[config.mk]
export PLATFORM = sky130hd
export DESIGN_NAME = scsoe_top
export DESIGN_NICKNAME = d
export VERILOG_FILES = /design/src/verilog/scsoe_pkg.sv /design/src/verilog/scsoe_stab_timer.sv /design/src/verilog/scsoe_top.sv
export SDC_FILE = /design/constraint.sdc
export NUM_CORES = 1
export LEC_CHECK = 0
export BUFFER_PORTS_ARGS = -buffer_cell sky130_fd_sc_hd__buf_2
export CORE_MARGIN = 4
export CORE_UTILIZATION = 49
export DETAILED_ROUTE_END_ITERATION = 10
export PLACE_DENSITY = 0.8
export SYNTH_ARGS = -nofsm -noshare
export SYNTH_HDL_FRONTEND = slang
export SYNTH_SLANG_ARGS = --single-unit
[constraint.sdc]
create_clock -name mclk -period 2.2 [get_ports mclk]
set_clock_uncertainty 0.2 [all_clocks]
set_input_delay 0.33 -clock mclk [delete_from_list [all_inputs] [get_ports mclk]]
set_output_delay 0.33 -clock mclk [all_outputs]
set_load 0.02 [all_outputs]
[src/verilog/scsoe_pkg.sv]
// Package for the system clock select and oscillator enable block.
// Assumes a 50 MHz mclk and a classic Wishbone register bus.
package scsoe_pkg;
    localparam int CLK_MHZ = 50;
    // Register byte addresses.
    localparam logic [3:0] ADDR_SYS_CTRL  = 4'h0;
    localparam logic [3:0] ADDR_RC_CTRL   = 4'h4;
    localparam logic [3:0] ADDR_XTAL_CTRL = 4'h8;
    localparam logic [3:0] ADDR_IRQ_STAT  = 4'hC;
    // Interrupt registers: enable, then write-one-to-clear.
    localparam logic [4:0] ADDR_IRQ_EN    = 5'h10;
    localparam logic [4:0] ADDR_IRQ_CLR   = 5'h14;
    // System clock control fields.
    localparam int SYS_SEL_LSB   = 5;
    localparam int HI_SRC_BIT    = 3;
    localparam int LO_SRC_BIT    = 2;
    localparam int HI_IDLE_BIT   = 1;
    localparam int LO_IDLE_BIT   = 0;
    localparam logic [2:0] SEL_SUB = 3'h7;
    // Internal RC control fields.
    localparam int RC_FREQ_LSB   = 2;
    localparam int STABLE_BIT    = 1;
    localparam int ENABLE_BIT    = 0;
    // Crystal control fields.
    localparam int XTAL_MODE_BIT = 2;
    // Reset values.
    localparam logic [7:0] SYS_CTRL_RST = 8'h00;
    localparam logic       RC_EN_RST    = 1'b1;
    localparam logic       XTAL_EN_RST  = 1'b0;
    // Switch delay: four system periods plus half a target period, in cycles; the top adds one fixed cycle instead, five in all.
    localparam int SWITCH_BASE_CYC = 4;
    // Stabilisation counts.
    localparam int RC_STAB_CYC   = 64;
    localparam int XTAL_STAB_CYC = 256;
    // Low-power state codes.
    typedef enum logic [3:0]
    {
        SCSOE_RUN   = 4'h1,
        SCSOE_IDLE0 = 4'h2,
        SCSOE_IDLE1 = 4'h4,
        SCSOE_IDLE2 = 4'h8
    } scsoe_pwr_t;
    localparam logic [3:0] PWR_SLEEP = 4'h0;
endpackage : scsoe_pkg

[src/verilog/scsoe_stab_timer.sv]
// Oscillator stabilisation timer: restarts on a pulse, flags done at expiry.
// Assumes one clock and synchronous active-high reset.
`timescale 1ns/1ns
module scsoe_stab_timer #(
    parameter int COUNT = 64
) (
    input  wire logic mclk,
    input  wire logic reset,
    input  wire logic enable,
    input  wire logic restart,
    output logic      stable
);
    localparam int W = $clog2(COUNT + 1);
    logic [W-1:0] cnt_reg;

    always_ff @(posedge mclk)
    begin
        if (reset || !enable || restart)
        begin
            cnt_reg <= W'(COUNT);
            stable  <= 1'b0;
        end
        else if (cnt_reg != '0)
        begin
            cnt_reg <= cnt_reg - W'(1);
            stable  <= 1'b0;
        end
        else
        begin
            stable <= 1'b1;
        end
    end
endmodule : scsoe_stab_timer

[src/verilog/scsoe_top.sv]
// System clock select and oscillator enable control with Wishbone registers.
// Assumes Wishbone classic master, synchronous mclk inputs and an external CPU halt.
//
// Overview of operation
// - Select codes 0-6 divide high clock by 1..64; code 7 picks sub clock.
// - Bit 3 picks high source: 0 internal RC, 1 crystal.
// - Bit 2 picks sub source: 0 internal slow RC, 1 slow crystal.
// - Bit 1 keeps high oscillator running during halt when set.
// - Bit 0 keeps low oscillator running during halt when set.
// - A selection change completes after the switching delay.
// - RC frequency field 00/11 4MHz, 01 8MHz, 10 12MHz; applies once stable.
// - RC stable flag clears then sets on enable or frequency change.
// - RC enable bit 0 switches RC on or off; resets to one.
// - Crystal mode write ignored while pins enabled and crystal enabled.
// - Crystal stable flag clears then sets when crystal enabled.
// - Crystal enable bit 0 turns crystal on or off; resets to zero.
// - Halt with both idle bits clear sleeps; others select idle states.
//
// The register addresses and the Wishbone slave port were left to the implementer.
`timescale 1ns/1ns
module scsoe_top #(
    parameter int RC_STAB   = scsoe_pkg::RC_STAB_CYC,
    parameter int XTAL_STAB = scsoe_pkg::XTAL_STAB_CYC
) (
    input  wire logic        mclk,
    input  wire logic        reset,
    input  wire logic        wb_cyc_i,
    input  wire logic        wb_stb_i,
    input  wire logic        wb_we_i,
    input  wire logic [4:0]  wb_adr_i,
    input  wire logic [3:0]  wb_sel_i,
    input  wire logic [31:0] wb_dat_i,
    output logic [31:0]      wb_dat_o,
    output logic             wb_ack_o,
    input  wire logic        halt_i,
    input  wire logic        wake_i,
    input  wire logic        crystal_pins_enabled,
    output logic [2:0]       sysclk_select,
    output logic             sysclk_is_sub,
    output logic [6:0]       high_div_ratio,
    output logic             high_src_select,
    output logic             low_src_select,
    output logic             switch_busy,
    output logic             high_osc_run,
    output logic             low_osc_run,
    output logic             rc_osc_run,
    output logic [1:0]       rc_freq_active,
    output logic             crystal_osc_run,
    output logic             crystal_drive_mode,
    output logic [3:0]       power_state,
    output logic             irq
);
    logic [7:0] sys_reg;
    logic [1:0] rc_freq_reg;
    logic       rc_en_reg;
    logic       xtal_mode_reg;
    logic       xtal_en_reg;
    logic [2:0] irq_stat_reg;
    logic [2:0] irq_en_reg;
    logic [3:0] sw_cnt_reg;
    logic       rc_stable_q;
    logic       xtal_stable_q;
    logic       rc_restart;
    logic       xtal_restart;
    logic       rc_stable_d;
    logic       xtal_stable_d;
    scsoe_pkg::scsoe_pwr_t pwr_reg;

    wire       req        = wb_cyc_i && wb_stb_i && !wb_ack_o;
    wire       wr_b0      = req && wb_we_i && wb_sel_i[0];
    wire       wr_sys     = wr_b0 && (wb_adr_i == {1'b0, scsoe_pkg::ADDR_SYS_CTRL});
    wire       wr_rc      = wr_b0 && (wb_adr_i == {1'b0, scsoe_pkg::ADDR_RC_CTRL});
    wire       wr_xtal    = wr_b0 && (wb_adr_i == {1'b0, scsoe_pkg::ADDR_XTAL_CTRL});
    wire       wr_ien     = wr_b0 && (wb_adr_i == scsoe_pkg::ADDR_IRQ_EN);
    wire       wr_iclr    = wr_b0 && (wb_adr_i == scsoe_pkg::ADDR_IRQ_CLR);
    wire [7:0] din        = wb_dat_i[7:0];
    wire [7:0] sys_new    = {din[7:5], 1'b0, din[3:0]};
    wire       sel_change = wr_sys && (sys_new[7:2] != sys_reg[7:2]);
    wire [1:0] rc_new     = din[scsoe_pkg::RC_FREQ_LSB +: 2];
    wire       rc_en_new  = din[scsoe_pkg::ENABLE_BIT];
    wire       xtal_en_new = din[scsoe_pkg::ENABLE_BIT];
    wire       xtal_mode_locked = crystal_pins_enabled && xtal_en_reg;
    wire       rc_rise    = rc_stable_q && !rc_stable_d;
    wire       xtal_rise  = xtal_stable_q && !xtal_stable_d;
    wire       sw_done    = (sw_cnt_reg == 4'h1);

    assign rc_restart   = wr_rc && ((rc_en_new && !rc_en_reg) || (rc_new != rc_freq_reg));
    assign xtal_restart = wr_xtal && xtal_en_new && !xtal_en_reg;

    scsoe_stab_timer #(.COUNT(RC_STAB)) u_rc_timer (
        .mclk    (mclk),
        .reset   (reset),
        .enable  (rc_en_reg),
        .restart (rc_restart),
        .stable  (rc_stable_q)
    );
    scsoe_stab_timer #(.COUNT(XTAL_STAB)) u_xtal_timer (
        .mclk    (mclk),
        .reset   (reset),
        .enable  (xtal_en_reg),
        .restart (xtal_restart),
        .stable  (xtal_stable_q)
    );

    always_ff @(posedge mclk)
    begin
        if (reset)
        begin
            sys_reg       <= scsoe_pkg::SYS_CTRL_RST;
            rc_freq_reg   <= 2'h0;
            rc_en_reg     <= scsoe_pkg::RC_EN_RST;
            xtal_mode_reg <= 1'b0;
            xtal_en_reg   <= scsoe_pkg::XTAL_EN_RST;
            irq_en_reg    <= 3'h0;
            wb_ack_o      <= 1'b0;
        end
        else
        begin
            wb_ack_o <= req;
            if (wr_sys)
            begin
                sys_reg <= sys_new;
            end
            if (wr_rc)
            begin
                rc_freq_reg <= rc_new;
                rc_en_reg   <= rc_en_new;
            end
            if (wr_xtal)
            begin
                xtal_en_reg <= xtal_en_new;
                if (!xtal_mode_locked)
                begin
                    xtal_mode_reg <= din[scsoe_pkg::XTAL_MODE_BIT];
                end
            end
            if (wr_ien)
            begin
                irq_en_reg <= din[2:0];
            end
        end
    end

    always_ff @(posedge mclk)
    begin
        if (reset)
        begin
            sw_cnt_reg <= 4'h0;
        end
        else if (sel_change)
        begin
            sw_cnt_reg <= 4'(scsoe_pkg::SWITCH_BASE_CYC + 1);
        end
        else if (sw_cnt_reg != 4'h0)
        begin
            sw_cnt_reg <= sw_cnt_reg - 4'h1;
        end
    end

    // Sticky events; set wins over clear.
    always_ff @(posedge mclk)
    begin
        if (reset)
        begin
            irq_stat_reg  <= 3'h0;
            rc_stable_d   <= 1'b0;
            xtal_stable_d <= 1'b0;
        end
        else
        begin
            rc_stable_d   <= rc_stable_q;
            xtal_stable_d <= xtal_stable_q;
            irq_stat_reg  <= (irq_stat_reg & ~(wr_iclr ? din[2:0] : 3'h0))
                           | {sw_done, xtal_rise, rc_rise};
        end
    end

    always_ff @(posedge mclk)
    begin
        if (reset || wake_i)
        begin
            pwr_reg <= scsoe_pkg::SCSOE_RUN;
        end
        else if (halt_i && pwr_reg == scsoe_pkg::SCSOE_RUN)
        begin
            unique case ({sys_reg[scsoe_pkg::HI_IDLE_BIT], sys_reg[scsoe_pkg::LO_IDLE_BIT]})
                2'b01: pwr_reg <= scsoe_pkg::SCSOE_IDLE0;
                2'b11: pwr_reg <= scsoe_pkg::SCSOE_IDLE1;
                2'b10: pwr_reg <= scsoe_pkg::SCSOE_IDLE2;
                2'b00: pwr_reg <= scsoe_pkg::scsoe_pwr_t'(scsoe_pkg::PWR_SLEEP);
            endcase
        end
    end

    wire halted = (pwr_reg != scsoe_pkg::SCSOE_RUN);
    wire [7:0] rd_sys  = sys_reg;
    wire [7:0] rd_rc   = {4'h0, rc_freq_reg, rc_stable_q, rc_en_reg};
    wire [7:0] rd_xtal = {5'h00, xtal_mode_reg, xtal_stable_q, xtal_en_reg};
    wire [7:0] rd_data =
        (wb_adr_i == {1'b0, scsoe_pkg::ADDR_SYS_CTRL})  ? rd_sys :
        (wb_adr_i == {1'b0, scsoe_pkg::ADDR_RC_CTRL})   ? rd_rc :
        (wb_adr_i == {1'b0, scsoe_pkg::ADDR_XTAL_CTRL}) ? rd_xtal :
        (wb_adr_i == {1'b0, scsoe_pkg::ADDR_IRQ_STAT})  ? {5'h00, irq_stat_reg} :
        (wb_adr_i == scsoe_pkg::ADDR_IRQ_EN)            ? {5'h00, irq_en_reg} : 8'h00;

    always_ff @(posedge mclk)
    begin
        if (reset)
        begin
            wb_dat_o <= 32'h0;
        end
        else
        begin
            wb_dat_o <= {24'h0, rd_data};
        end
    end

    assign sysclk_select   = sys_reg[scsoe_pkg::SYS_SEL_LSB +: 3];
    assign sysclk_is_sub   = (sysclk_select == scsoe_pkg::SEL_SUB);
    assign high_div_ratio  = sysclk_is_sub ? 7'h00 : 7'(7'h01 << sysclk_select);
    assign high_src_select = sys_reg[scsoe_pkg::HI_SRC_BIT];
    assign low_src_select  = sys_reg[scsoe_pkg::LO_SRC_BIT];
    assign switch_busy     = (sw_cnt_reg != 4'h0);
    assign high_osc_run    = !halted || sys_reg[scsoe_pkg::HI_IDLE_BIT];
    assign low_osc_run     = !halted || sys_reg[scsoe_pkg::LO_IDLE_BIT];
    // RC enable gating.
    // The RC only stops in halt when it is the high source, since the crystal
    // path may still need it otherwise.
    assign rc_osc_run      = rc_en_reg && (high_src_select || high_osc_run);
    assign crystal_osc_run = xtal_en_reg && (high_src_select ? high_osc_run : 1'b1);
    assign crystal_drive_mode = xtal_mode_reg;
    assign power_state     = pwr_reg;
    assign irq             = |(irq_stat_reg & irq_en_reg);

    always_ff @(posedge mclk)
    begin
        if (reset)
        begin
            rc_freq_active <= 2'h0;
        end
        else if (rc_stable_q)
        begin
            rc_freq_active <= rc_freq_reg;
        end
    end
endmodule : scsoe_top

; ---- After elaboration in Yosys (flattened, before gate mapping)
; Index checks and enable logic that the tools add are counted.
[classes]
n_shift = 1
n_eq_ne = 14
muxes = 13
reduce_logical = 44
add_sub_neg = 3
n_bitwise = 5
[ops]
columns = op, count
row1 = 1-bit logical AND, 20
row2 = 3-bit 2-to-1 mux, 6
row3 = 4-bit case mux with 4 select lines, 1
row4 = 5-bit by 4-bit equality test with 1-bit output (second input constant), 2
row5 = 5-bit equality test (second input constant), 2
row6 = 1-bit logical OR, 9
row7 = 9-bit nonzero test, 1
row8 = 9-bit by 1-bit subtractor with 9-bit output (second input constant), 1
row9 = 4-bit by 1-bit equality test with 1-bit output (second input constant), 2
row10 = 8-bit 2-to-1 mux, 1
row11 = 7-bit 2-to-1 mux, 1
row12 = 7-bit nonzero test, 1
row13 = 1-bit by 3-bit << shifter with 7-bit output (first input constant), 1
row14 = 7-bit by 1-bit subtractor with 7-bit output (second input constant), 1
row15 = 3-bit AND, 2
row16 = 1-bit zero test, 6
row17 = 5-bit by 3-bit equality test with 1-bit output (second input constant), 1
row18 = 5-bit zero test, 1
row19 = 5-bit inequality test, 1
row20 = 2-bit equality test (second input constant), 2
row21 = 4-bit 2-to-1 mux, 1
row22 = 4-bit by 1-bit inequality test with 1-bit output (second input constant), 1
row23 = 4-bit nonzero test, 1
row24 = 4-bit by 1-bit subtractor with 4-bit output (second input constant), 1
row25 = other kinds (12), 14
[totals]
reg_bits = 81
word_cells = 100

; ---- Depth between registers and ports, before layout
; Gate-level depths: netlist (run 1).
[logic_depth]
word_depth = 9
mapped_depth = 7

; ---- Modules after synthesis
; A second synthesis (run 1) with hierarchy kept.
[hier_totals]
hier_cells = 331
area_unflattened_um2 = 2931.6
[by_module_without_submodules]
columns = module, cells_each, instances, area_each_um2, seq_area_each_um2
row1 = scsoe_top, 240, 1, 2078.2, 760.7
row2 = scsoe_stab_timer (u_xtal_timer), 51, 1, 480.5, 200.2
row3 = scsoe_stab_timer (u_rc_timer), 40, 1, 372.9, 160.2

; ---- Worst setup path after synthesis (run 1)
; No wires, ideal clock.
[synth_timing]
path_type = flip-flop to flip-flop
startpoint = register wb_ack_o
endpoint = register sw_cnt_reg[1]
t_arrival_ns = 1.632
slack_ns = 0.227
t_required_ns = 1.859
synth_period_minus_slack_ns = 1.973
path_stages_with_launch = 5
setup_ns = 0.141
path_cell_list = dfxtp_1 nand3b_1 nor4_4 o31a_1 a2111oi_0
[synth_between]
elab_chain_cells = 7
[synth_lines]
columns = item, line_no
row1 = start: declaration, scsoe_top.sv:34  ; output logic wb_ack_o,
row2 = start signal: assignment, scsoe_top.sv:119  ; wb_ack_o <= req;
row3 = 1-bit zero test, scsoe_top.sv:69  ; wire req = wb_cyc_i && wb_stb_i && !wb_ack_o;
row4 = 1-bit logical AND, scsoe_top.sv:69
row5 = 1-bit logical AND (2 in a row), scsoe_top.sv:70  ; wire wr_b0 = req && wb_we_i && wb_sel_i[0];
row6 = 1-bit logical AND, scsoe_top.sv:71  ; wire wr_sys = wr_b0 && (wb_adr_i == {1'b0, scsoe_pkg::ADDR_SYS_CTRL});
row7 = 1-bit logical AND, scsoe_top.sv:78  ; wire sel_change = wr_sys && (sys_new[7:2] != sys_reg[7:2]);
row8 = 2-bit OR reduction (no source line), n/a
row9 = end signal: assignment, scsoe_top.sv:152  ; sw_cnt_reg <= 4'(scsoe_pkg::SWITCH_BASE_CYC + 1);
row10 = end signal: assignment, scsoe_top.sv:156  ; sw_cnt_reg <= sw_cnt_reg - 4'h1;
row11 = end: declaration, scsoe_top.sv:60  ; logic [3:0] sw_cnt_reg;
; Every way passes these cells.
; A chain may end at the register's enable or synchronous reset.

; ---- Worst setup path in the final report (run 1)
[layout_timing]
startpoint = register u_xtal_timer.cnt_reg[0]
endpoint = register u_xtal_timer.cnt_reg[6]
[layout_between]
elab_chain_cells = 1
elab_cells_between_ends = 2
classes_between = add/sub: 1 / reduce/logical: 1
[layout_lines]
columns = item, line_no
row1 = start: declaration, scsoe_stab_timer.sv:14  ; logic [W-1:0] cnt_reg;
row2 = start signal: assignment, scsoe_stab_timer.sv:20  ; cnt_reg <= W'(COUNT);
row3 = start signal: assignment, scsoe_stab_timer.sv:25  ; cnt_reg <= cnt_reg - W'(1);
row4 = 9-bit by 1-bit subtractor with 9-bit output or 9-bit nonzero test (tied branches), "scsoe_stab_timer.sv:25, scsoe_stab_timer.sv:23"
; Parallel ways exist; a longest one is shown, timed or not.

==> flow_metrics.env, run 1 <==
export IMPL_ys_types=49
export IMPL_fin_crit_ps=2096
export IMPL_syn_mean_instance_area_um2=8.821
export IMPL_critical_path_class="flop to flop"
export IMPL_worstHoldPathCells=2
export IMPL_pin_count=108
export IMPL_hold_path_class="input port to flop"
export IMPL_inserted_diodes=0
export IMPL_power_density_mw_per_mm2=758.4
export IMPL_floorplan_die_area_mm2=0.007019
export IMPL_setup_viol=0
export IMPL_timing_reg2reg_worst_path_depth=6
export IMPL_sum_of_routed_wire_length_over_all_layers_mm=5.901
export IMPL_overall_via_count_from_detail_route=2298
export IMPL_area_growth_pct=12.85
export IMPL_yosys_warnings=0
export IMPL_clock_sink_count=56
export IMPL_slew_limit_headroom=0.6514
export IMPL_synthDominantCellAreaShare=0.3984
export IMPL_grt_ovfl_total=0
export IMPL_cts_hold_repair_buffers=0
export IMPL_grt_pass1_vias=2151
export IMPL_filler_cell_count=512
export IMPL_number_of_flip_flops_and_latches_in_the_synthesized_netlist=56
export IMPL_mostFrequentLayoutCells="sky130_fd_sc_hd__dfxtp_1, sky130_fd_sc_hd__buf_2, sky130_fd_sc_hd__nor2_1, sky130_fd_sc_hd__conb_1, sky130_fd_sc_hd__mux2i_1"
export IMPL_grt_max_degree=23
export IMPL_largest_reg_flops=9
export IMPL_dp_worst_setup_slack_ps=81.19
export IMPL_number_of_cts_inserted_buffers=5
export IMPL_synth_cell_area_mm2=0.002814
export IMPL_clock_root_cell="sky130_fd_sc_hd__clkbuf_8"
export IMPL_grt_pass1_wl_mm=9.660
export IMPL_post_route_cells_drive_above_1_share=0.2049
export IMPL_finalSetupTns_ps=0
export IMPL_async_flop_share=0
export IMPL_cts_tree="built"
export IMPL_holdPathEnd="power_state[2]"
export IMPL_overall_global_routing_usage=0.1655
export IMPL_leakage_nw=1.434
export IMPL_r2r_start="u_xtal_timer.cnt_reg[0]"
export IMPL_initial_antenna_violation_count=0
export IMPL_htree_levels=2
export IMPL_synth_edf_count=0
export IMPL_required_ps=2240
export IMPL_finish_cell_count_without_fillers=443
export IMPL_run_status="completed"
export IMPL_postCtsSetupBuffers=0
export IMPL_vias_per_cell=5.187
export IMPL_timing_critical_path_arrival_ps=2130
export IMPL_max_cap_violations=0
export IMPL_total_half_perimeter_wirelength_after_legalization_and_detailed_placement_mm=4.470
export IMPL_worst_setup_path_end_kind="flop"
export IMPL_post_layout_total_power_mw=2.408
export IMPL_net_count_reported_at_finish=425
export IMPL_placed_cells=435
export IMPL_cts_root_to_sink_buffers=2
export IMPL_start_util=0.5079
export IMPL_maxSlewViolCount=0
export IMPL_finalHoldViolCount=0
export IMPL_detail_route_first_pass_iterations=4
export IMPL_rows=27
export IMPL_slew_at_the_pin_closest_to_its_max_slew_limit_ps=518.5
export IMPL_synth_top_flop_cell="sky130_fd_sc_hd__dfxtp_1"
export IMPL_synthDominantAreaCellType="sky130_fd_sc_hd__dfxtp_1"
export IMPL_worst_ir_drop_vdd_mv=0.4548
export IMPL_r2r_setup_slack_ps=100
export IMPL_timing_final_ws_setup_ps=104.2
export IMPL_core_region_area_mm2=0.005540
export IMPL_place_congestion=0.8597
export IMPL_rsz0062_at_grt="false"
export IMPL_maximum_fanout_along_the_worst_path=4
export IMPL_regToRegEndpoint="u_xtal_timer.cnt_reg[6]"
export IMPL_initialDrtViolationCount=165
export IMPL_finalCritPeriodShare=0.9527
export IMPL_die_height_um=83.78
export IMPL_fmaxAchievable_ghz=0.4771
export IMPL_mostFrequentLayoutCell="sky130_fd_sc_hd__dfxtp_1"
export IMPL_postRouteAntennaNets=0
export IMPL_chipWidth_um=83.78
export IMPL_portbufs=54
export IMPL_ys_top_cells_by_area="sky130_fd_sc_hd__dfxtp_1, sky130_fd_sc_hd__buf_4, sky130_fd_sc_hd__mux2i_1"
export IMPL_worst_skew_pair_late_latency_ps=310
export IMPL_hold_path_startpoint="wake_i"
export IMPL_post_drt_wl_per_cell_um=13.32
export IMPL_route_detailed_drc=0
export IMPL_yosysSeqAreaShare=0.3984
export IMPL_cts_resized=0
export IMPL_synth_cells=319
export IMPL_cts_clk_slew_worst_paths_ps=90
export IMPL_start_kind="flop"
## worst max-delay path by stage
stage	cells past startpoint	slack [ps]	start	to
floorplan	4	230	wb_ack_o	sw_cnt_reg[1]
global placement	5	140	wb_adr_i[4]	crystal_drive_mode
detailed placement	5	80	wb_adr_i[4]	crystal_drive_mode
CTS	6	90	u_xtal_timer.cnt_reg[0]	u_xtal_timer.cnt_reg[6]
global route	6	10	u_xtal_timer.cnt_reg[0]	u_xtal_timer.cnt_reg[6]
finish	6	100	u_xtal_timer.cnt_reg[0]	u_xtal_timer.cnt_reg[6]
## logic make-up (layout without fill, tap and decap cells)
kind of cell | Yosys count | count (layout) | share of synthesized area
adder cells (fa/ha/maj) | 6 | 6 | 0.02668
XOR/XNOR | 15 | 15 | 0.04669
AO/OA/AOI/OAI | 45 | 45 | 0.1089
multiplexers | 20 | 20 | 0.07114
buffers and inverters | 55 | 83 | 0.1116
flip-flops | 56 | 56 | 0.3984
AND/OR/NAND/NOR | 121 | 121 | 0.2352
other | 1 | 25 | 0.001333
## layer usage
metal | global-route usage | vias to the layer above | wire, um
met1 | 0.2000 | 1074 | 2580
met5 | 0 | - | 0
met4 | 0.06579 | 0 | 124
met3 | 0.04541 | 11 | 324
met2 | 0.2777 | 58 | 2872
li1 | - | 1155 | -
## cell type report
class                      instances  area (um2)  share of cell area
sequential                        56        1121              0.3530
clock inverter                     2       35.03             0.01103
inverter                          13       48.80             0.01537
timing repair buffer              62       330.3              0.1040
clock buffer                       6       72.57             0.02285
multi-input combinational        232        1478              0.4653
tap                               72       90.09             0.02837
## synth_stat cells (all sizes together) (4+ instances only)
cell and instances:
nor4 4, a21oi 13, buf 32, o31ai 4, nand2 17, and2 6, nor2 37, nand2b 5
inv 13, nor3 17, ha 6, clkbuf 10, or3 8, xor2 7, o21ai 6, a31oi 4
mux2i 20, xnor2 8, dfxtp 56
## worst max-delay path, cell delays in order, from the launching register on
cell and delay (ps):
sky130_fd_sc_hd__dfxtp_1 350, sky130_fd_sc_hd__inv_1 70, sky130_fd_sc_hd__ha_1 170, sky130_fd_sc_hd__or3b_4 400
sky130_fd_sc_hd__or3_1 350, sky130_fd_sc_hd__or3b_1 360, sky130_fd_sc_hd__a21oi_1 130
## metrics by stage
step | utilization | hold WS, ps | instance area, um2
2_1_floorplan | - | 209.3 | 2904
3_3_place_gp | 0.5522 | 265.9 | 3059
3_5_place_dp | 0.5522 | 270.9 | 3059
4_1_cts | 0.5716 | 22.91 | 3167
5_1_grt | 0.5732 | 37.08 | 3176
6_report | 0.5732 | 35.20 | 3176
## where the power goes
part	leakage (nW)	total [mW]	internal [mW]	switching, mW
combinational	0.924	0.567	0.233	0.334
clock	0.0552	0.649	0.338	0.311
sequential	0.454	1.19	1.11	0.0800
No activity file was read; power rests on OpenSTA's default activity.
==> run 2, diff against run 1 <==
--- a/config.mk
+++ b/config.mk
@@ -7,9 +7,9 @@
 export LEC_CHECK = 0
 export BUFFER_PORTS_ARGS = -buffer_cell sky130_fd_sc_hd__buf_2
 export CORE_MARGIN = 4
-export CORE_UTILIZATION = 49
+export CORE_UTILIZATION = 44
 export DETAILED_ROUTE_END_ITERATION = 10
-export PLACE_DENSITY = 0.8
+export PLACE_DENSITY = 0.76
 export SYNTH_ARGS = -nofsm -noshare
 export SYNTH_HDL_FRONTEND = slang
 export SYNTH_SLANG_ARGS = --single-unit
==> constraint.sdc (replaced) <==
create_clock -name mclk -period 1.73 [get_ports mclk]
set_clock_uncertainty 0.2 [all_clocks]
set_input_delay 0.2595 -clock mclk [delete_from_list [all_inputs] [get_ports mclk]]
set_output_delay 0.2595 -clock mclk [all_outputs]
set_load 0.02 [all_outputs]
==> run 2 against run 1 <==
Effect of this change:
- the flow now finishes with violations (negative setup slack)
- clock power grew 4.3%
- critical path type unchanged
- die area grew 10%
- largest power group unchanged
- clock-buffer cell count shrank 1
- cell area grew 17%
- cell count grew 8.8%
- fmax grew 5.1%
- via count grew 7.0%
- flip-flop and latch count is the same
- global-route usage grew 0.85 points
- register-to-register slack lost 370 ps
- combinational power grew 56%
- sequential share of layout area shrank 4.6 points
==> flow_metrics.env, run 2 (same netlist as run 1, synthesis figures left out) <==
export IMPL_run_status="complete, but fails checks"
export IMPL_violations="negative setup slack"
export IMPL_inserted_diodes=0
export IMPL_global_route_peak_usage_layer="met2"
export IMPL_rows=28
export IMPL_cts_tree="built"
export IMPL_required_ps=1770
export IMPL_start_kind="flop"
export IMPL_r2r_start="u_xtal_timer.cnt_reg[0]"
export IMPL_portbufs=54
export IMPL_largest_reg_flops=9
export IMPL_worst_skew_pair_late_latency_ps=310
export IMPL_timing_final_ws_setup_ps=-263.6
export IMPL_timing_reg2reg_worst_path_depth=6
export IMPL_grt_pass1_vias=2337
export IMPL_vias_per_cell=5.100
export IMPL_mostFrequentLayoutCells="sky130_fd_sc_hd__buf_2, sky130_fd_sc_hd__dfxtp_1, sky130_fd_sc_hd__buf_4, sky130_fd_sc_hd__nor2_1, sky130_fd_sc_hd__conb_1"
export IMPL_number_of_cts_inserted_buffers=5
export IMPL_holdPathEnd="rd_sys[7]"
export IMPL_setup_viol=13
export IMPL_place_congestion=0.8536
export IMPL_worst_ir_drop_vdd_mv=0.6721
export IMPL_overall_global_routing_usage=0.1741
export IMPL_worst_setup_path_end_kind="flop"
export IMPL_postRouteAntennaNets=0
export IMPL_htree_levels=2
export IMPL_power_density_mw_per_mm2=827.9
export IMPL_timing_critical_path_arrival_ps=2040
export IMPL_grt_pass1_wl_mm=10.64
export IMPL_share_clk_of_total_power=0.220
export IMPL_clock_root_cell="sky130_fd_sc_hd__clkbuf_8"
export IMPL_r2r_setup_slack_ps=-260
export IMPL_regToRegEndpoint="u_xtal_timer.cnt_reg[6]"
export IMPL_rsz0062_at_grt="true"
export IMPL_placed_area_mm2=0.003372
export IMPL_area_growth_pct=32.37
export IMPL_switching_power_mw=0.9978
export IMPL_global_route_met2_utilization=0.2966
export IMPL_hold_path_class="input port to flop"
export IMPL_total_half_perimeter_wirelength_after_legalization_and_detailed_placement_mm=4.932
export IMPL_gr_usage_met1=0.2114
export IMPL_fin_crit_ps=1994
export IMPL_critical_path_class="flop to flop"
export IMPL_logic_gate_share_of_total_power=0.287
export IMPL_sum_of_routed_wire_length_over_all_layers_mm=6.619
export IMPL_start_util=0.4643
export IMPL_maximum_fanout_along_the_worst_path=3
export IMPL_floorplan_die_area_mm2=0.007739
export IMPL_cts_clk_slew_worst_paths_ps=100
export IMPL_initialDrtViolationCount=153
export IMPL_cellInternalPower_mw=2.086
export IMPL_power_switching_fraction=0.3236
export IMPL_post_layout_total_power_mw=3.084
export IMPL_grt_max_degree=23
export IMPL_overall_via_count_from_detail_route=2458
export IMPL_leakage_nw=1.693
export IMPL_initial_antenna_violation_count=0
export IMPL_grt_ovfl_total=0
export IMPL_mostFrequentLayoutCell="sky130_fd_sc_hd__buf_2"
export IMPL_max_cap_violations=0
export IMPL_finalCritPeriodShare=1.152
export IMPL_fmaxAchievable_ghz=0.5016
export IMPL_clock_sink_count=56
export IMPL_worstHoldPathCells=3
export IMPL_net_count_reported_at_finish=462
export IMPL_pin_count=108
export IMPL_die_height_um=87.97
export IMPL_maxSlewViolCount=0
export IMPL_hold_path_startpoint="wb_dat_i[7]"
export IMPL_cts_root_to_sink_buffers=2
export IMPL_post_drt_wl_per_cell_um=13.73
export IMPL_post_route_cells_drive_above_1_share=0.3735
export IMPL_finalInstanceArea_mm2=0.003725
export IMPL_groute_layer_met3_usage=0.04233
export IMPL_route_detailed_drc=0
export IMPL_detail_route_first_pass_iterations=5
export IMPL_core_region_area_mm2=0.006061
export IMPL_finalHoldViolCount=0
export IMPL_chipWidth_um=87.97
export IMPL_p_seq_frac=0.493
-- run 2: area by class of cell --
| type | count | area (um2) |
|---|---|---|
| Multi-Input combinational cell | 232 | 1660 |
| Clock buffer | 5 | 68.82 |
| Timing Repair Buffer | 99 | 694.4 |
| Tap cell | 75 | 93.84 |
| Fill cell | 521 | 2336 |
| Clock inverter | 2 | 12.51 |
| Sequential cell | 56 | 1144 |
| Inverter | 13 | 51.30 |
-- run 2: worst max-delay path: stages (launching register included) --
cell and delay, ps:
sky130_fd_sc_hd__dfxtp_2 330, sky130_fd_sc_hd__inv_2 60, sky130_fd_sc_hd__ha_4 120, sky130_fd_sc_hd__or3b_4 380
sky130_fd_sc_hd__or3_4 350, sky130_fd_sc_hd__or3b_4 380, sky130_fd_sc_hd__a21oi_2 110
-- run 2: routing by layer --
metal,vias up,part of all wire
met4,0,0.019
met2,72,0.49
met3,13,0.069
met1,1144,0.42
li1,1229,-
met5,-,0
-- run 2: per-stage QoR --
| stage | cells | setup TNS, ps | hold WS (ps) | setup WS (ps) | util |
|---|---|---|---|---|---|
| 2_1_floorplan | 343 | -3017 | 138.8 | -230.9 | - |
| 3_3_place_gp | 470 | -3812 | 267.7 | -198.4 | 0.5564 |
| 3_5_place_dp | 470 | -4218 | 270.3 | -226.9 | 0.5564 |
| 4_1_cts | 479 | -1253 | 11.05 | -247.4 | 0.5877 |
| 5_1_grt | 482 | -2427 | 50.17 | -358.6 | 0.6146 |
| 6_report | 482 | -1368 | 23.80 | -263.6 | 0.6146 |
-- run 2: worst max path at each step --
| stage | endpoint | slack [ps] | from |
|---|---|---|---|
| 3_5_place_dp | u_xtal_timer.cnt_reg[6] | -230 | u_xtal_timer.cnt_reg[0] |
| 3_3_place_gp | u_xtal_timer.cnt_reg[6] | -200 | u_xtal_timer.cnt_reg[0] |
| 4_1_cts | u_xtal_timer.cnt_reg[6] | -250 | u_xtal_timer.cnt_reg[0] |
| 6_report | u_xtal_timer.cnt_reg[6] | -260 | u_xtal_timer.cnt_reg[0] |
| 2_1_floorplan | sw_cnt_reg[1] | -230 | wb_adr_i[4] |
| 5_1_grt | u_xtal_timer.cnt_reg[6] | -360 | u_xtal_timer.cnt_reg[0] |
-- run 2: timing repair --
action	in CTS	in global routing
hold buffers	1	0
buffers inserted	2	4
setup endpoints to repair	15	23
endpoints found under the hold margin	4	0
pin swaps	3	13
gates resized for setup	27	35
-- run 2: power groups by stage --
| stage | clock (mW) | sequential, mW | combinational, mW |
|---|---|---|---|
| after CTS | 0.700 | 1.51 | 0.780 |
| final | 0.677 | 1.52 | 0.886 |
| after detailed placement | 0 | 1.54 | 0.747 |
| after global routing | 0.757 | 1.54 | 1.01 |
| after global placement | 0 | 1.54 | 0.720 |
| after floorplan | 0 | 1.52 | 0.619 |
==> run 3, diff against run 2 <==
--- a/config.mk
+++ b/config.mk
@@ -7,9 +7,9 @@
 export LEC_CHECK = 0
 export BUFFER_PORTS_ARGS = -buffer_cell sky130_fd_sc_hd__buf_2
 export CORE_MARGIN = 4
-export CORE_UTILIZATION = 44
+export CORE_UTILIZATION = 53
 export DETAILED_ROUTE_END_ITERATION = 10
-export PLACE_DENSITY = 0.76
+export PLACE_DENSITY = 0.86
 export SYNTH_ARGS = -nofsm -noshare
 export SYNTH_HDL_FRONTEND = slang
 export SYNTH_SLANG_ARGS = --single-unit
==> constraint.sdc (replaced) <==
create_clock -name mclk -period 2.35 [get_ports mclk]
set_clock_uncertainty 0.2 [all_clocks]
set_input_delay 0.3525 -clock mclk [delete_from_list [all_inputs] [get_ports mclk]]
set_output_delay 0.3525 -clock mclk [all_outputs]
set_load 0.02 [all_outputs]
==> run 3 against run 2 <==
Effect of this change:
- the run now ends clean
- via count is 5.5% lower
- global-route usage is 1.5 points higher
- largest cell class unchanged
- critical path type is now flop to output pin
- critical path depth is 1 lower
- sequential share of layout area is 5.1 points higher
- clock power is 22% lower
==> flow_metrics.env, run 3 (same netlist as run 1, synthesis figures left out) <==
export IMPL_chipWidth_um=80.87
export IMPL_placed_area_mm2=0.003042
export IMPL_share_clk_of_total_power=0.242
export IMPL_finalInstanceArea_mm2=0.003132
export IMPL_place_congestion=0.8398
export IMPL_seq_area_mm2=0.001121
export IMPL_htree_levels=2
export IMPL_rsz0062_at_grt="false"
export IMPL_cts_root_to_sink_buffers=2
export IMPL_grt_pass1_vias=2126
export IMPL_worst_path_stages=5
export IMPL_cts_resized=0
export IMPL_cts_clk_slew_worst_paths_ps=80
export IMPL_maxUsedRoutingLayer="met4"
export IMPL_pin_count=108
export IMPL_final_hold_worst_slack_ps=61.07
export IMPL_cts_hold_repair_buffers=0
export IMPL_leakage_nw=1.416
export IMPL_max_cap_violations=0
export IMPL_detail_route_first_pass_iterations=4
export IMPL_post_route_cells_drive_above_1_share=0.1924
export IMPL_finalSetupTns_ps=0
export IMPL_cellInternalPower_mw=1.503
export IMPL_portbufs=54
export IMPL_post_drt_wl_per_cell_um=13.33
export IMPL_overall_global_routing_usage=0.1888
export IMPL_run_status="completed"
export IMPL_start_kind="flop"
export IMPL_postRouteAntennaNets=0
export IMPL_slew_limit_headroom=0.6441
export IMPL_power_density_mw_per_mm2=699.0
export IMPL_number_of_cts_inserted_buffers=5
export IMPL_worstHoldPathCells=2
export IMPL_initial_antenna_violation_count=0
export IMPL_maxSlewViolCount=0
export IMPL_timing_critical_path_max_delay_family="simple AND/OR/NAND/NOR gates"
export IMPL_route_detailed_drc=0
export IMPL_area_growth_pct=11.29
export IMPL_critical_path_cell_chain="nor4b_1 -> nor2_1 -> inv_1 -> o21a_1 -> buf_2"
export IMPL_hold_path_class="input port to flop"
export IMPL_inserted_diodes=0
export IMPL_postCtsSetupBuffers=0
export IMPL_net_count_reported_at_finish=423
export IMPL_grt_max_degree=40
export IMPL_logic_gate_share_of_total_power=0.250
export IMPL_setup_viol=0
export IMPL_grt_ovfl_total=0
export IMPL_cts_tree="built"
export IMPL_switching_power_mw=0.6865
export IMPL_largest_reg_flops=9
export IMPL_vias_per_cell=5.292
export IMPL_grt_pass1_wl_mm=9.639
export IMPL_critical_path_class="flop to output pin"
export IMPL_timing_critical_path_arrival_ps=1590
export IMPL_mostFrequentLayoutCell="sky130_fd_sc_hd__dfxtp_1"
export IMPL_clock_sink_count=56
export IMPL_post_layout_total_power_mw=2.189
export IMPL_finish_cell_count_without_fillers=439
export IMPL_finalHoldViolCount=0
export IMPL_slew_at_the_pin_closest_to_its_max_slew_limit_ps=529.3
export IMPL_overall_via_count_from_detail_route=2323
export IMPL_maximum_fanout_along_the_worst_path=3
export IMPL_placed_cells=431
export IMPL_die_height_um=80.87
export IMPL_mostFrequentLayoutCells="sky130_fd_sc_hd__dfxtp_1, sky130_fd_sc_hd__buf_2, sky130_fd_sc_hd__nor2_1, sky130_fd_sc_hd__conb_1, sky130_fd_sc_hd__mux2i_1"
export IMPL_worst_setup_path_end_kind="output pin"
export IMPL_clock_root_cell="sky130_fd_sc_hd__clkbuf_8"
export IMPL_wl_met1_mm=2.540
export IMPL_critical_path_buf_inv_count=2
export IMPL_worst_ir_drop_vdd_mv=0.5279
export IMPL_floorplan_die_area_mm2=0.006539
export IMPL_total_half_perimeter_wirelength_after_legalization_and_detailed_placement_mm=4.405
export IMPL_rows=26
export IMPL_sum_of_routed_wire_length_over_all_layers_mm=5.853
export IMPL_core_region_area_mm2=0.005140
export IMPL_p_seq_frac=0.509
export IMPL_power_switching_fraction=0.3136
export IMPL_multi_input_area_mm2=0.001469
export IMPL_timing_reg2reg_worst_path_depth=6
export IMPL_filler_cell_count=454
export IMPL_required_ps=1800
export IMPL_fin_crit_ps=2139
export IMPL_worst_skew_pair_late_latency_ps=310
export IMPL_start_util=0.5475
export IMPL_detailroute_wirelength_met3_um=385
export IMPL_fmaxAchievable_ghz=0.4676
export IMPL_finalCritPeriodShare=0.9101
export IMPL_initialDrtViolationCount=167
export IMPL_cp_slowest_stage_delay_ps=450
export IMPL_critPathSlowestCell="sky130_fd_sc_hd__nor4b_1"
export IMPL_wl_met2_mm=2.791
[run 3: area by class of cell]
class,instances,area share
timing repair buffer,60,0.1007
clock buffer,8,0.02877
multi-input combinational,232,0.4690
sequential,56,0.3580
tap,70,0.02797
inverter,13,0.01558
[run 3: layer usage]
layer  GRT usage  up-vias
li1            -     1159
met1      0.2342     1088
met2      0.3087       66
met3     0.05100       10
met4     0.07939        0
met5           0        -
[run 3: worst paths after layout]
check,slack (ps),to,start
min reg2reg,290,irq_stat_reg[0],rc_stable_d
min,60,power_state[2],wake_i
max,210,rc_osc_run,power_state[1]
max reg2reg,260,u_xtal_timer.cnt_reg[6],u_xtal_timer.cnt_reg[0]
[run 3: metrics by stage]
| step | utilization | worst slack, ps |
|---|---|---|
| 2_1_floorplan | - | 377.5 |
| 3_3_place_gp | 0.5918 | 278.7 |
| 3_5_place_dp | 0.5918 | 272.4 |
| 4_1_cts | 0.6093 | 212.4 |
| 5_1_grt | 0.6093 | 81.93 |
| 6_report | 0.6093 | 211.3 |
[run 3: power groups by stage]
stage                     clock network, mW  logic (mW)  registers [mW]
after floorplan                           0       0.454            1.12
after global placement                    0       0.509            1.13
after detailed placement                  0       0.547            1.13
after CTS                             0.545       0.549            1.11
after global routing                  0.588       0.623            1.13
final                                 0.529       0.547            1.11
